===== config.mk =====
export PLATFORM = sky130hd
export DESIGN_NAME = sasq_host_flat
export DESIGN_NICKNAME = d
export VERILOG_FILES = /design/src/hw/sasq_pkg.sv /design/src/hw/sasq_link_if.sv /design/src/hw/sasq_host.sv /design/src/flat_wrapper.sv
export VERILOG_INCLUDE_DIRS = /design/src /design/src/hw
export SDC_FILE = /design/constraint.sdc
export NUM_CORES = 1
export LEC_CHECK = 0
export BUFFER_PORTS_ARGS = -buffer_cell sky130_fd_sc_hd__buf_2
export CORE_MARGIN = 10
export CORE_UTILIZATION = 62
export CTS_CLUSTER_SIZE = 10
export DETAILED_ROUTE_END_ITERATION = 16
export PLACE_DENSITY = 0.79
export SKIP_CTS_REPAIR_TIMING = 1
export SLEW_MARGIN = 20
export SYNTH_ARGS = -nofsm -noshare
export SYNTH_HDL_FRONTEND = slang
export SYNTH_SLANG_ARGS = --single-unit

===== constraint.sdc =====
create_clock -name I_REF_CLK -period 10.6 [get_ports I_REF_CLK]
set_input_delay 0.53 -clock I_REF_CLK [delete_from_list [all_inputs] [get_ports I_REF_CLK]]
set_output_delay 0.53 -clock I_REF_CLK [all_outputs]
set_load 0.03 [all_outputs]

===== src/hw/sasq_consts.svh =====
// Shared constants of the converter sequencer and its host.
`ifndef SASQ_CONSTS_SVH
`define SASQ_CONSTS_SVH

`define SASQ_RES 14
`define SASQ_AIN_W 16
`define SASQ_CNT_W 8
`define SASQ_BITS_W 5
`define SASQ_CODE_MAX 16'sh3FFF
`define SASQ_CLK_NS 100
`define SASQ_CNV_FAST_NS 510
`define SASQ_CNV_SLOW_NS 1200
`define SASQ_ACQ_FAST_NS 490
`define SASQ_ACQ_SLOW_NS 800
`define SASQ_QUIET_NS 10
`define SASQ_CNV_FAST_CYC ((`SASQ_CNV_FAST_NS + `SASQ_CLK_NS - 1) / `SASQ_CLK_NS)
`define SASQ_CNV_SLOW_CYC ((`SASQ_CNV_SLOW_NS + `SASQ_CLK_NS - 1) / `SASQ_CLK_NS)
`define SASQ_ACQ_FAST_CYC ((`SASQ_ACQ_FAST_NS + `SASQ_CLK_NS - 1) / `SASQ_CLK_NS)
`define SASQ_ACQ_SLOW_CYC ((`SASQ_ACQ_SLOW_NS + `SASQ_CLK_NS - 1) / `SASQ_CLK_NS)
`define SASQ_QUIET_CYC ((`SASQ_QUIET_NS + `SASQ_CLK_NS - 1) / `SASQ_CLK_NS)
`define SASQ_CAL_CYC 16
`define SASQ_BOOT_CYC 40
`define SASQ_CNV_MARGIN_CYC 4
`define SASQ_SETTLE_CYC 8
`define SASQ_SCLK_HALF_CYC 4
`define SASQ_FIFO_DEPTH 16

`endif


===== src/hw/sasq_pkg.sv =====
// Types shared by the converter end and the host end.
`default_nettype none
`include "sasq_consts.svh"
package sasq_pkg;
  typedef logic [`SASQ_RES-1:0] sasq_code_t;
  typedef logic [`SASQ_CNT_W-1:0] sasq_cnt_t;
  typedef logic [`SASQ_BITS_W-1:0] sasq_bits_t;

  typedef enum logic [1:0] {
    DEV_CAL = 2'b00,
    DEV_ACQ = 2'b01,
    DEV_CONV = 2'b10,
    DEV_WAIT_LOW = 2'b11
  } sasq_dev_state_e;

  typedef enum logic [2:0] {
    HOST_BOOT = 3'b000,
    HOST_ACQ = 3'b001,
    HOST_STROBE = 3'b010,
    HOST_SETTLE = 3'b011,
    HOST_SHIFT_LO = 3'b100,
    HOST_SHIFT_HI = 3'b101,
    HOST_PUSH = 3'b110,
    HOST_QUIET = 3'b111
  } sasq_host_state_e;

  typedef struct packed {
    sasq_dev_state_e state;
    sasq_cnt_t cnt;
    logic cnv_meta;
    logic cnv_sync;
    logic cnv_prev;
    logic clk_meta;
    logic clk_sync;
    logic clk_prev;
    sasq_code_t sample;
    sasq_code_t result;
    sasq_code_t shift;
    sasq_bits_t bits_left;
    logic sdo;
    logic have_result;
  } sasq_dev_s;

  typedef struct packed {
    sasq_host_state_e state;
    sasq_cnt_t cnt;
    sasq_cnt_t acq_t;
    sasq_bits_t bits;
    sasq_code_t word;
    logic sdo_meta;
    logic sdo_sync;
    logic strobe;
    logic sclk;
  } sasq_host_s;
endpackage : sasq_pkg
`default_nettype wire


===== src/hw/sasq_link_if.sv =====
// Three-wire link between the converter and its host.
`default_nettype none
interface sasq_link_if;
  logic conversion_start_strobe;
  logic serial_clk;
  logic serial_data;

  modport device (
    input conversion_start_strobe,
    input serial_clk,
    output serial_data
  );

  modport host (
    output conversion_start_strobe,
    output serial_clk,
    input serial_data
  );
endinterface : sasq_link_if
`default_nettype wire


===== src/hw/sasq_host.sv =====
// Host end: strobe and serial clock generation, bit capture and result buffering.
`default_nettype none
`include "sasq_consts.svh"
module sasq_fifo #(
  parameter int WIDTH = `SASQ_RES,
  parameter int DEPTH = `SASQ_FIFO_DEPTH
) (
  input wire logic i_clk,
  input wire logic i_rst,
  input wire logic i_valid,
  output logic o_ready,
  input wire logic [WIDTH-1:0] i_data,
  output logic o_valid,
  input wire logic i_ready,
  output logic [WIDTH-1:0] o_data
);
  localparam int AW = $clog2(DEPTH);
  localparam logic [AW:0] PTR_ONE = (AW + 1)'(1);
  localparam logic [AW:0] PTR_DEPTH = (AW + 1)'(DEPTH);

  typedef struct packed {
    logic [DEPTH-1:0][WIDTH-1:0] mem;
    logic [AW:0] wr;
    logic [AW:0] rd;
  } fifo_s;

  fifo_s f_reg;
  fifo_s f_next;

  assign o_ready = (f_reg.wr - f_reg.rd) != PTR_DEPTH;
  assign o_valid = f_reg.wr != f_reg.rd;
  assign o_data = f_reg.mem[f_reg.rd[AW-1:0]];

  always_comb begin
    f_next = f_reg;
    if (i_valid && o_ready) begin
      f_next.mem[f_reg.wr[AW-1:0]] = i_data;
      f_next.wr = f_reg.wr + PTR_ONE;
    end
    if (o_valid && i_ready) begin
      f_next.rd = f_reg.rd + PTR_ONE;
    end
  end

  always_ff @(posedge i_clk or posedge i_rst) begin
    if (i_rst) begin
      f_reg <= '0;
    end else begin
      f_reg <= f_next;
    end
  end
endmodule : sasq_fifo

module sasq_host #(
  parameter bit FAST_GRADE = 1'b1
) (
  input wire logic I_REF_CLK,
  input wire logic I_RST,
  sasq_link_if.host LINK,
  input wire logic I_RUN,
  output logic O_WORD_VALID,
  input wire logic I_WORD_READY,
  output sasq_pkg::sasq_code_t O_WORD,
  output sasq_pkg::sasq_host_state_e O_PHASE
);
  import sasq_pkg::*;

  localparam int CNV_CYC_INT = FAST_GRADE ? `SASQ_CNV_FAST_CYC : `SASQ_CNV_SLOW_CYC;
  localparam int ACQ_CYC_INT = FAST_GRADE ? `SASQ_ACQ_FAST_CYC : `SASQ_ACQ_SLOW_CYC;
  localparam sasq_cnt_t STROBE_LAST = sasq_cnt_t'(CNV_CYC_INT + `SASQ_CNV_MARGIN_CYC - 1);
  localparam sasq_cnt_t ACQ_MIN = sasq_cnt_t'(ACQ_CYC_INT);
  localparam sasq_cnt_t BOOT_LAST = sasq_cnt_t'(`SASQ_BOOT_CYC - 1);
  localparam sasq_cnt_t SETTLE_LAST = sasq_cnt_t'(`SASQ_SETTLE_CYC - 1);
  localparam sasq_cnt_t HALF_LAST = sasq_cnt_t'(`SASQ_SCLK_HALF_CYC - 1);
  localparam sasq_cnt_t QUIET_LAST = sasq_cnt_t'(`SASQ_QUIET_CYC - 1);
  localparam sasq_bits_t RES_BITS = sasq_bits_t'(`SASQ_RES);
  localparam sasq_bits_t ONE_BIT = sasq_bits_t'(1);
  localparam sasq_cnt_t CNT_ONE = sasq_cnt_t'(1);

  sasq_host_s h_reg;
  sasq_host_s h_next;
  logic push_valid;
  logic push_ready;

  assign push_valid = (h_reg.state == HOST_PUSH);

  always_comb begin
    h_next = h_reg;
    h_next.sdo_meta = LINK.serial_data;
    h_next.sdo_sync = h_reg.sdo_meta;
    h_next.cnt = h_reg.cnt + CNT_ONE;
    if (h_reg.acq_t != '1) begin
      h_next.acq_t = h_reg.acq_t + CNT_ONE;
    end
    case (h_reg.state)
      HOST_BOOT: begin
        // Waits out the converter's own calibration.
        if (h_reg.cnt == BOOT_LAST) begin
          h_next.cnt = '0;
          h_next.state = HOST_ACQ;
        end
      end
      HOST_ACQ: begin
        // Acquisition lasts until the user runs, the buffer has room and acq_t has reached the minimum acquisition count.
        h_next.cnt = '0;
        if (I_RUN && push_ready && (h_reg.acq_t >= ACQ_MIN)) begin
          h_next.strobe = 1'b1;
          h_next.state = HOST_STROBE;
        end
      end
      HOST_STROBE: begin
        // The link clock stays idle for the whole conversion.
        if (h_reg.cnt == STROBE_LAST) begin
          h_next.strobe = 1'b0;
          h_next.acq_t = '0;
          h_next.cnt = '0;
          h_next.state = HOST_SETTLE;
        end
      end
      HOST_SETTLE: begin
        if (h_reg.cnt == SETTLE_LAST) begin
          h_next.cnt = '0;
          h_next.bits = '0;
          h_next.state = HOST_SHIFT_LO;
        end
      end
      HOST_SHIFT_LO: begin
        if (h_reg.cnt == HALF_LAST) begin
          h_next.cnt = '0;
          h_next.sclk = 1'b1;
          h_next.word = {h_reg.word[`SASQ_RES-2:0], h_reg.sdo_sync};
          h_next.bits = h_reg.bits + ONE_BIT;
          h_next.state = HOST_SHIFT_HI;
        end
      end
      HOST_SHIFT_HI: begin
        if (h_reg.cnt == HALF_LAST) begin
          h_next.cnt = '0;
          h_next.sclk = 1'b0;
          if (h_reg.bits == RES_BITS) begin
            h_next.state = HOST_PUSH;
          end else begin
            h_next.state = HOST_SHIFT_LO;
          end
        end
      end
      HOST_PUSH: begin
        h_next.cnt = '0;
        if (push_ready) begin
          h_next.state = HOST_QUIET;
        end
      end
      HOST_QUIET: begin
        if (h_reg.cnt == QUIET_LAST) begin
          h_next.cnt = '0;
          h_next.state = HOST_ACQ;
        end
      end
      default: begin
        h_next.state = HOST_BOOT;
        h_next.cnt = '0;
      end
    endcase
  end

  always_ff @(posedge I_REF_CLK or posedge I_RST) begin
    if (I_RST) begin
      h_reg <= '0;
    end else begin
      h_reg <= h_next;
    end
  end

  sasq_fifo #(
    .WIDTH(`SASQ_RES),
    .DEPTH(`SASQ_FIFO_DEPTH)
  ) u_fifo (
    .i_clk(I_REF_CLK),
    .i_rst(I_RST),
    .i_valid(push_valid),
    .o_ready(push_ready),
    .i_data(h_reg.word),
    .o_valid(O_WORD_VALID),
    .i_ready(I_WORD_READY),
    .o_data(O_WORD)
  );

  assign LINK.conversion_start_strobe = h_reg.strobe;
  assign LINK.serial_clk = h_reg.sclk;
  assign O_PHASE = h_reg.state;
endmodule : sasq_host
`default_nettype wire


===== src/flat_wrapper.sv =====
// flat-port wrapper written by rule: the top's interface ports become plain ports
module sasq_host_flat import sasq_pkg::*;
#(
  parameter bit FAST_GRADE = 1'b1
)
  (I_REF_CLK, I_RST, I_RUN, O_WORD_VALID, I_WORD_READY, O_WORD, O_PHASE, LINK_conversion_start_strobe, LINK_serial_clk, LINK_serial_data);
  sasq_link_if LINK_i ();
  input wire logic I_REF_CLK;
  input wire logic I_RST;
  input wire logic I_RUN;
  output logic O_WORD_VALID;
  input wire logic I_WORD_READY;
  output sasq_pkg::sasq_code_t O_WORD;
  output sasq_pkg::sasq_host_state_e O_PHASE;
  output wire logic [$bits(LINK_i.conversion_start_strobe)-1:0] LINK_conversion_start_strobe;
  output wire logic [$bits(LINK_i.serial_clk)-1:0] LINK_serial_clk;
  input wire logic [$bits(LINK_i.serial_data)-1:0] LINK_serial_data;
  assign LINK_conversion_start_strobe = LINK_i.conversion_start_strobe;
  assign LINK_serial_clk = LINK_i.serial_clk;
  assign LINK_i.serial_data = LINK_serial_data;
  sasq_host #(.FAST_GRADE(FAST_GRADE)) u_core (.I_REF_CLK(I_REF_CLK), .I_RST(I_RST), .LINK(LINK_i), .I_RUN(I_RUN), .O_WORD_VALID(O_WORD_VALID), .I_WORD_READY(I_WORD_READY), .O_WORD(O_WORD), .O_PHASE(O_PHASE));
endmodule

# Word-level counts from Yosys, hierarchy flattened
# Cells that the tools add are included.
# Widths: inputs -> output; s select.
[totals] regBits=276 inputBits=5 wordCells=101
[op_classes] n_addsub=6 magnitude_cmp=4 eq_ne=23 mux=26 reduce_logical=15
[ops] op="$bwmux 224" n=1
[ops] op="$pmux 11 s8" n=1
[ops] op="$bmux 14 s4" n=1
[ops] op="$demux 14 s4" n=1
[ops] op="$mux 11" n=5
[ops] op="$mux 19" n=2
[ops] op="$mux 14" n=2
[ops] op="$add 8x1->8 const B" n=2
[ops] op="$mux 8" n=2
[ops] op="$ne 2x1->1 const B" n=8
[ops] op="$add 5x1->5 const B" n=3
[ops] op="$eq 3x3->1 const B" n=4
[ops] op="$lt 4x5->1 const B" n=2
[ops] op="$pmux 5 s2" n=1
[ops] op="$reduce_and 3->1" n=3
[ops] op="$eq 8x2->1 const B" n=1
[ops] op="$eq 8x3->1 const B" n=1
[ops] op="$eq 8x4->1 const B" n=1
[ops] op="$eq 8x6->1 const B" n=1
[ops] op="$ge 8x3->1 const B" n=1
[ops] op="$logic_not 8->1" n=1
[ops] op="$ne 8x8->1 const B" n=1
[ops] op="$reduce_and 8->1" n=1
[ops] op="$eq 3x2->1 const B" n=2
[ops] op="other kinds (15)" n=26

# Logic depth before layout (Yosys ltp)
[logic_depth] word_depth=6 depth_mapped=12 ltp_nobuf=8

# Cells and area by module
# From an unflattened synthesis, not the netlist that was laid out.
[hier_totals] cells_unflattened=976 area_unflattened_um2=12963.7
[modules_own_cells] module="sasq_fifo" n_inst=1 cells_per_inst=765 area_per_inst_um2=10727.8
[modules_own_cells] module="sasq_host" n_inst=1 cells_per_inst=211 area_per_inst_um2=2235.9

# Worst setup path after synthesis
# Ideal clock, no wire load.
[synth_path] path_type="reg-to-reg" start="register u_core.u_fifo.f_reg[1] (netlist name)" end="register u_core.u_fifo.f_reg[195] (netlist name)" setup_time_ns=0.132 t_arrival_ns=3.097 t_required_ns=10.468 slack_ns=7.371 path_stages_with_launch=13 n_path_buf=4 period_less_slack_ns=3.229 path_cell_list="dfrtp_1 -> clkbuf_1 -> clkbuf_1 -> inv_1 -> ha_1 -> nor2b_1 -> o21ba_2 -> or3_4 -> a41oi_4 -> buf_8 -> nand3_4 -> buf_4 -> o2bb2ai_1"
[synth_between] elab_chain_cells=3
[synth_lines] item="start: declaration" line="sasq_host.sv:27" rtl="fifo_s f_reg;"
[synth_lines] item="start signal: assignment" line="sasq_host.sv:49" rtl="f_reg <= f_next;"
[synth_lines] item="$sub 5x5->5" line="sasq_host.sv:30" rtl="assign o_ready = (f_reg.wr - f_reg.rd) != PTR_DEPTH;"
[synth_lines] item="$ne 5x5->1" line="sasq_host.sv:30"
[synth_lines] item="$logic_and 1x1->1" line="sasq_host.sv:36" rtl="if (i_valid && o_ready) begin"
# Every way passes these cells.
# A chain may end at the register's enable or synchronous reset.

# Final worst setup path
[layout_path] start="register u_core.u_fifo.f_reg[3] (netlist name)" end="register u_core.u_fifo.f_reg[223] (netlist name)"
# Same word-level chain as after synthesis.

==> results.py <==
metrics = {
    "run_status": {
        "status": "complete, no violations",
    },
    "worst_setup_path": {
        "worstSetupEndpoint": "u_core.u_fifo.f_reg[223]$_DFFE_PP0P_",
        "path_class": "flop to flop",
        "cpMaxStageDelayCell": "nand3_1",
        "cp_cell_sequence": "clkinv_1 > buf_4 > ha_1 > nand2_1 > o21ba_2 > or3_4 > a41oi_4 > buf_4 > nand3_1 > o2bb2ai_1",
        "reg2reg_from": "u_core.u_fifo.f_reg[3]$_DFFE_PP0P_",
        "r2r_setup_slack_ns": 6.73,
        "cp_data_arrival_time_ns": 4.27,
        "startpoint_type": "flop",
        "critical_path_required_ns": 11.00,
        "crit_cells": 10,
        "worstReg2RegEnd": "u_core.u_fifo.f_reg[223]$_DFFE_PP0P_",
        "cp_top_family": "simple AND/OR/NAND/NOR gates",
        "crit_path_end_kind": "flop",
        "critPathMaxFanout": 25,
        "worstSetupStartpoint": "u_core.u_fifo.f_reg[3]$_DFFE_PP0P_",
        "slowest_delay_ns": 0.85,
        "crit_top_cell": "buf_4",
        "worst-path-buf-inv": 3,
        "rr_worst_depth": 10,
    },
    "drt": {
        "drtIter0Drc": 873,
        "vias": 8441,
        "vias_per_cell": 7.15,
        "drtAntennaViolNets": 0,
        "wl_per_cell_microns": 27.1,
        "drc": 0,
        "routed_wl_microns": 32000,
        "firstDrtPassIters": 5,
    },
    "timing": {
        "min_period_over_period": 0.365,
        "hold_violations": 0,
        "setup_viol": 0,
        "tns_ns": 0,
        "tightest_slew_ns": 0.991,
        "clock.fmax_ghz": 0.258,
        "period_minus_slack_ns": 3.87,
        "skew_ns": 0.0100,
        "slew_headroom": 0.340,
        "finalMaxSlewViolations": 0,
        "rsz0062_at_grt": "false",
    },
    "run": {
        "cap_violations": 0,
    },
    "yosys": {
        "synth_area_sq_um": 12700,
        "synth_area_leaders": "dfrtp_1 54%, o2bb2ai_1 15%, mux4_2 12%",
        "yosysSeqAreaShare": 0.542,
        "syn_nets": 941,
        "synth_cells": 919,
        "synth_area_leader_cell": "dfrtp_1",
        "synth_edf_count": 0,
        "synth-async-reset-ratio": 1.00,
        "syn_avg_cell_area_sq_um": 13.9,
        "synth_top_area_frac": 0.542,
        "ys_types": 49,
        "synthFlopType": "dfrtp_1",
        "synth-seq-cells": 276,
        "yosys_warnings": 0,
    },
    "floorplan": {
        "die_y_microns": 163,
        "fp.dieW_microns": 163,
        "die-area_sq_um": 26700,
        "initial_core_util": 0.630,
        "io_pins": 25,
        "row_count": 52,
        "coreArea_sq_um": 20200,
    },
    "place": {
        "portBuffers": 24,
        "gp_congestion": 0.819,
        "hpwl_microns": 18000,
    },
    "global_route": {
        "grt_pass1_wl_microns": 51200,
        "antenna_found_initial": 0,
        "grt_pass1_vias": 8943,
        "track_usage": 0.247,
        "grt_max_degree": 137,
        "overflow": 0,
    },
    "clock_network": {
        "cts_buffers": 31,
        "cts_buffer_depth": 3,
        "clkLatencyLatePin_ns": 0.55,
        "clock_sinks": 276,
        "htree_levels": 1,
        "cts_tree": "yes",
        "path_clk_slew_ns": 0.05,
        "root_buffer": "clkbuf_16",
    },
    "min_path": {
        "min_path_type": "input pin to flop",
    },
    "power": {
        "power.density_nw_per_um2": 171,
        "peakVddDrop_mv": 0.198,
        "leakagePower_uw": 0.00570,
    },
    "finish": {
        "area_delta_synth_final_pct": 7.48,
        "final_core_util": 0.677,
        "final_cell_mix": "274 x dfrtp_1, 224 x o2bb2ai_1, 74 x nand2_1, 70 x mux4_2, 31 x clkbuf_16",
        "largest_register_ffs": 234,
        "drive_above_1_share": 0.205,
        "fin_nets": 931,
        "diodes": 0,
        "fillers": 1432,
        "final_common_cell": "dfrtp_1",
    },
}
cell type report:
type	count	area (sq um)	share of cell area
clock inverter	1	8.76	0.000639
inverter	14	60.1	0.00438
timing repair buffer	34	195	0.0142
clock buffer	34	797	0.0582
multi-input combinational	552	5390	0.394
sequential	276	6910	0.504
tap	270	338	0.0247
metal layers:
metal  vias up  GRT usage  routed length (microns)
met5         -          0                        0
li1       3533          -                        -
met3        76     0.0629                     3120
met2       460      0.384                    15100
met1      4372      0.333                    12900
met4         0     0.0836                      936
per-stage QoR:
| step | cell area [sq um] | cells | power, uW | hold WS, ns | setup slack [ns] |
|---|---|---|---|---|---|
| after CTS | 13700 | 1181 | 2360 | 0.0629 | 6.69 |
| after global placement | 12900 | 1146 | 1450 | 0.332 | 6.88 |
| after global routing | 13700 | 1181 | 2430 | 0.0700 | 6.52 |
| final | 13700 | 1181 | 2350 | 0.0809 | 6.73 |
| after floorplan | 12700 | 919 | 1380 | 0.331 | 2.46 |
| after detailed placement | 12900 | 1146 | 1460 | 0.343 | 6.75 |
cells in the mapped netlist, types with 4 or more instances:
| library cell | number |
|---|---|
| a21oi_1 | 9 |
| buf_1 | 5 |
| buf_2 | 34 |
| buf_4 | 10 |
| buf_6 | 8 |
| clkbuf_1 | 19 |
| dfrtp_1 | 276 |
| ha_1 | 17 |
| inv_1 | 13 |
| mux2_2 | 14 |
| mux4_2 | 70 |
| nand2_1 | 78 |
| nand2b_1 | 4 |
| nand3_1 | 10 |
| nand3_4 | 15 |
| nand4_1 | 12 |
| nor2_1 | 26 |
| nor3_1 | 7 |
| o21ai_0 | 7 |
| o2bb2ai_1 | 224 |
| xnor2_1 | 15 |
| xor2_1 | 7 |
how the worst min path moves through the flow:
stage,endpoint,start,depth (start not counted)
floorplan,u_core.h_reg[2]$_DFF_PP0_,u_core.h_next[2]$_DFF_PP0_,0
global route,u_core.h_next[2]$_DFF_PP0_,LINK_serial_data,1
finish,u_core.h_next[2]$_DFF_PP0_,LINK_serial_data,1
global placement,u_core.h_reg[2]$_DFF_PP0_,u_core.h_next[2]$_DFF_PP0_,0
detailed placement,u_core.h_reg[2]$_DFF_PP0_,u_core.h_next[2]$_DFF_PP0_,0
CTS,u_core.h_next[2]$_DFF_PP0_,LINK_serial_data,1
logic make-up (layout without fill, tap and decap cells):
group / Yosys count / after routing / synth area share
DFF: 276 / 276 / 0.542
and+or+nand+nor: 171 / 171 / 0.0767
adders and majority gates: 17 / 17 / 0.0167
muxes: 88 / 88 / 0.139
xor gates and xnor gates: 22 / 22 / 0.0151
buffers and inverters: 91 / 83 / 0.0387
AOI/OAI and AO/OA: 254 / 254 / 0.172
where the power goes:
group | leakage (uW) | internal, uW | switching (uW)
registers | 0.00378 | 1070 | 30.7
clock network | 0.000396 | 520 | 393
logic | 0.00152 | 140 | 199
No activity file was read; power rests on OpenSTA's default activity.
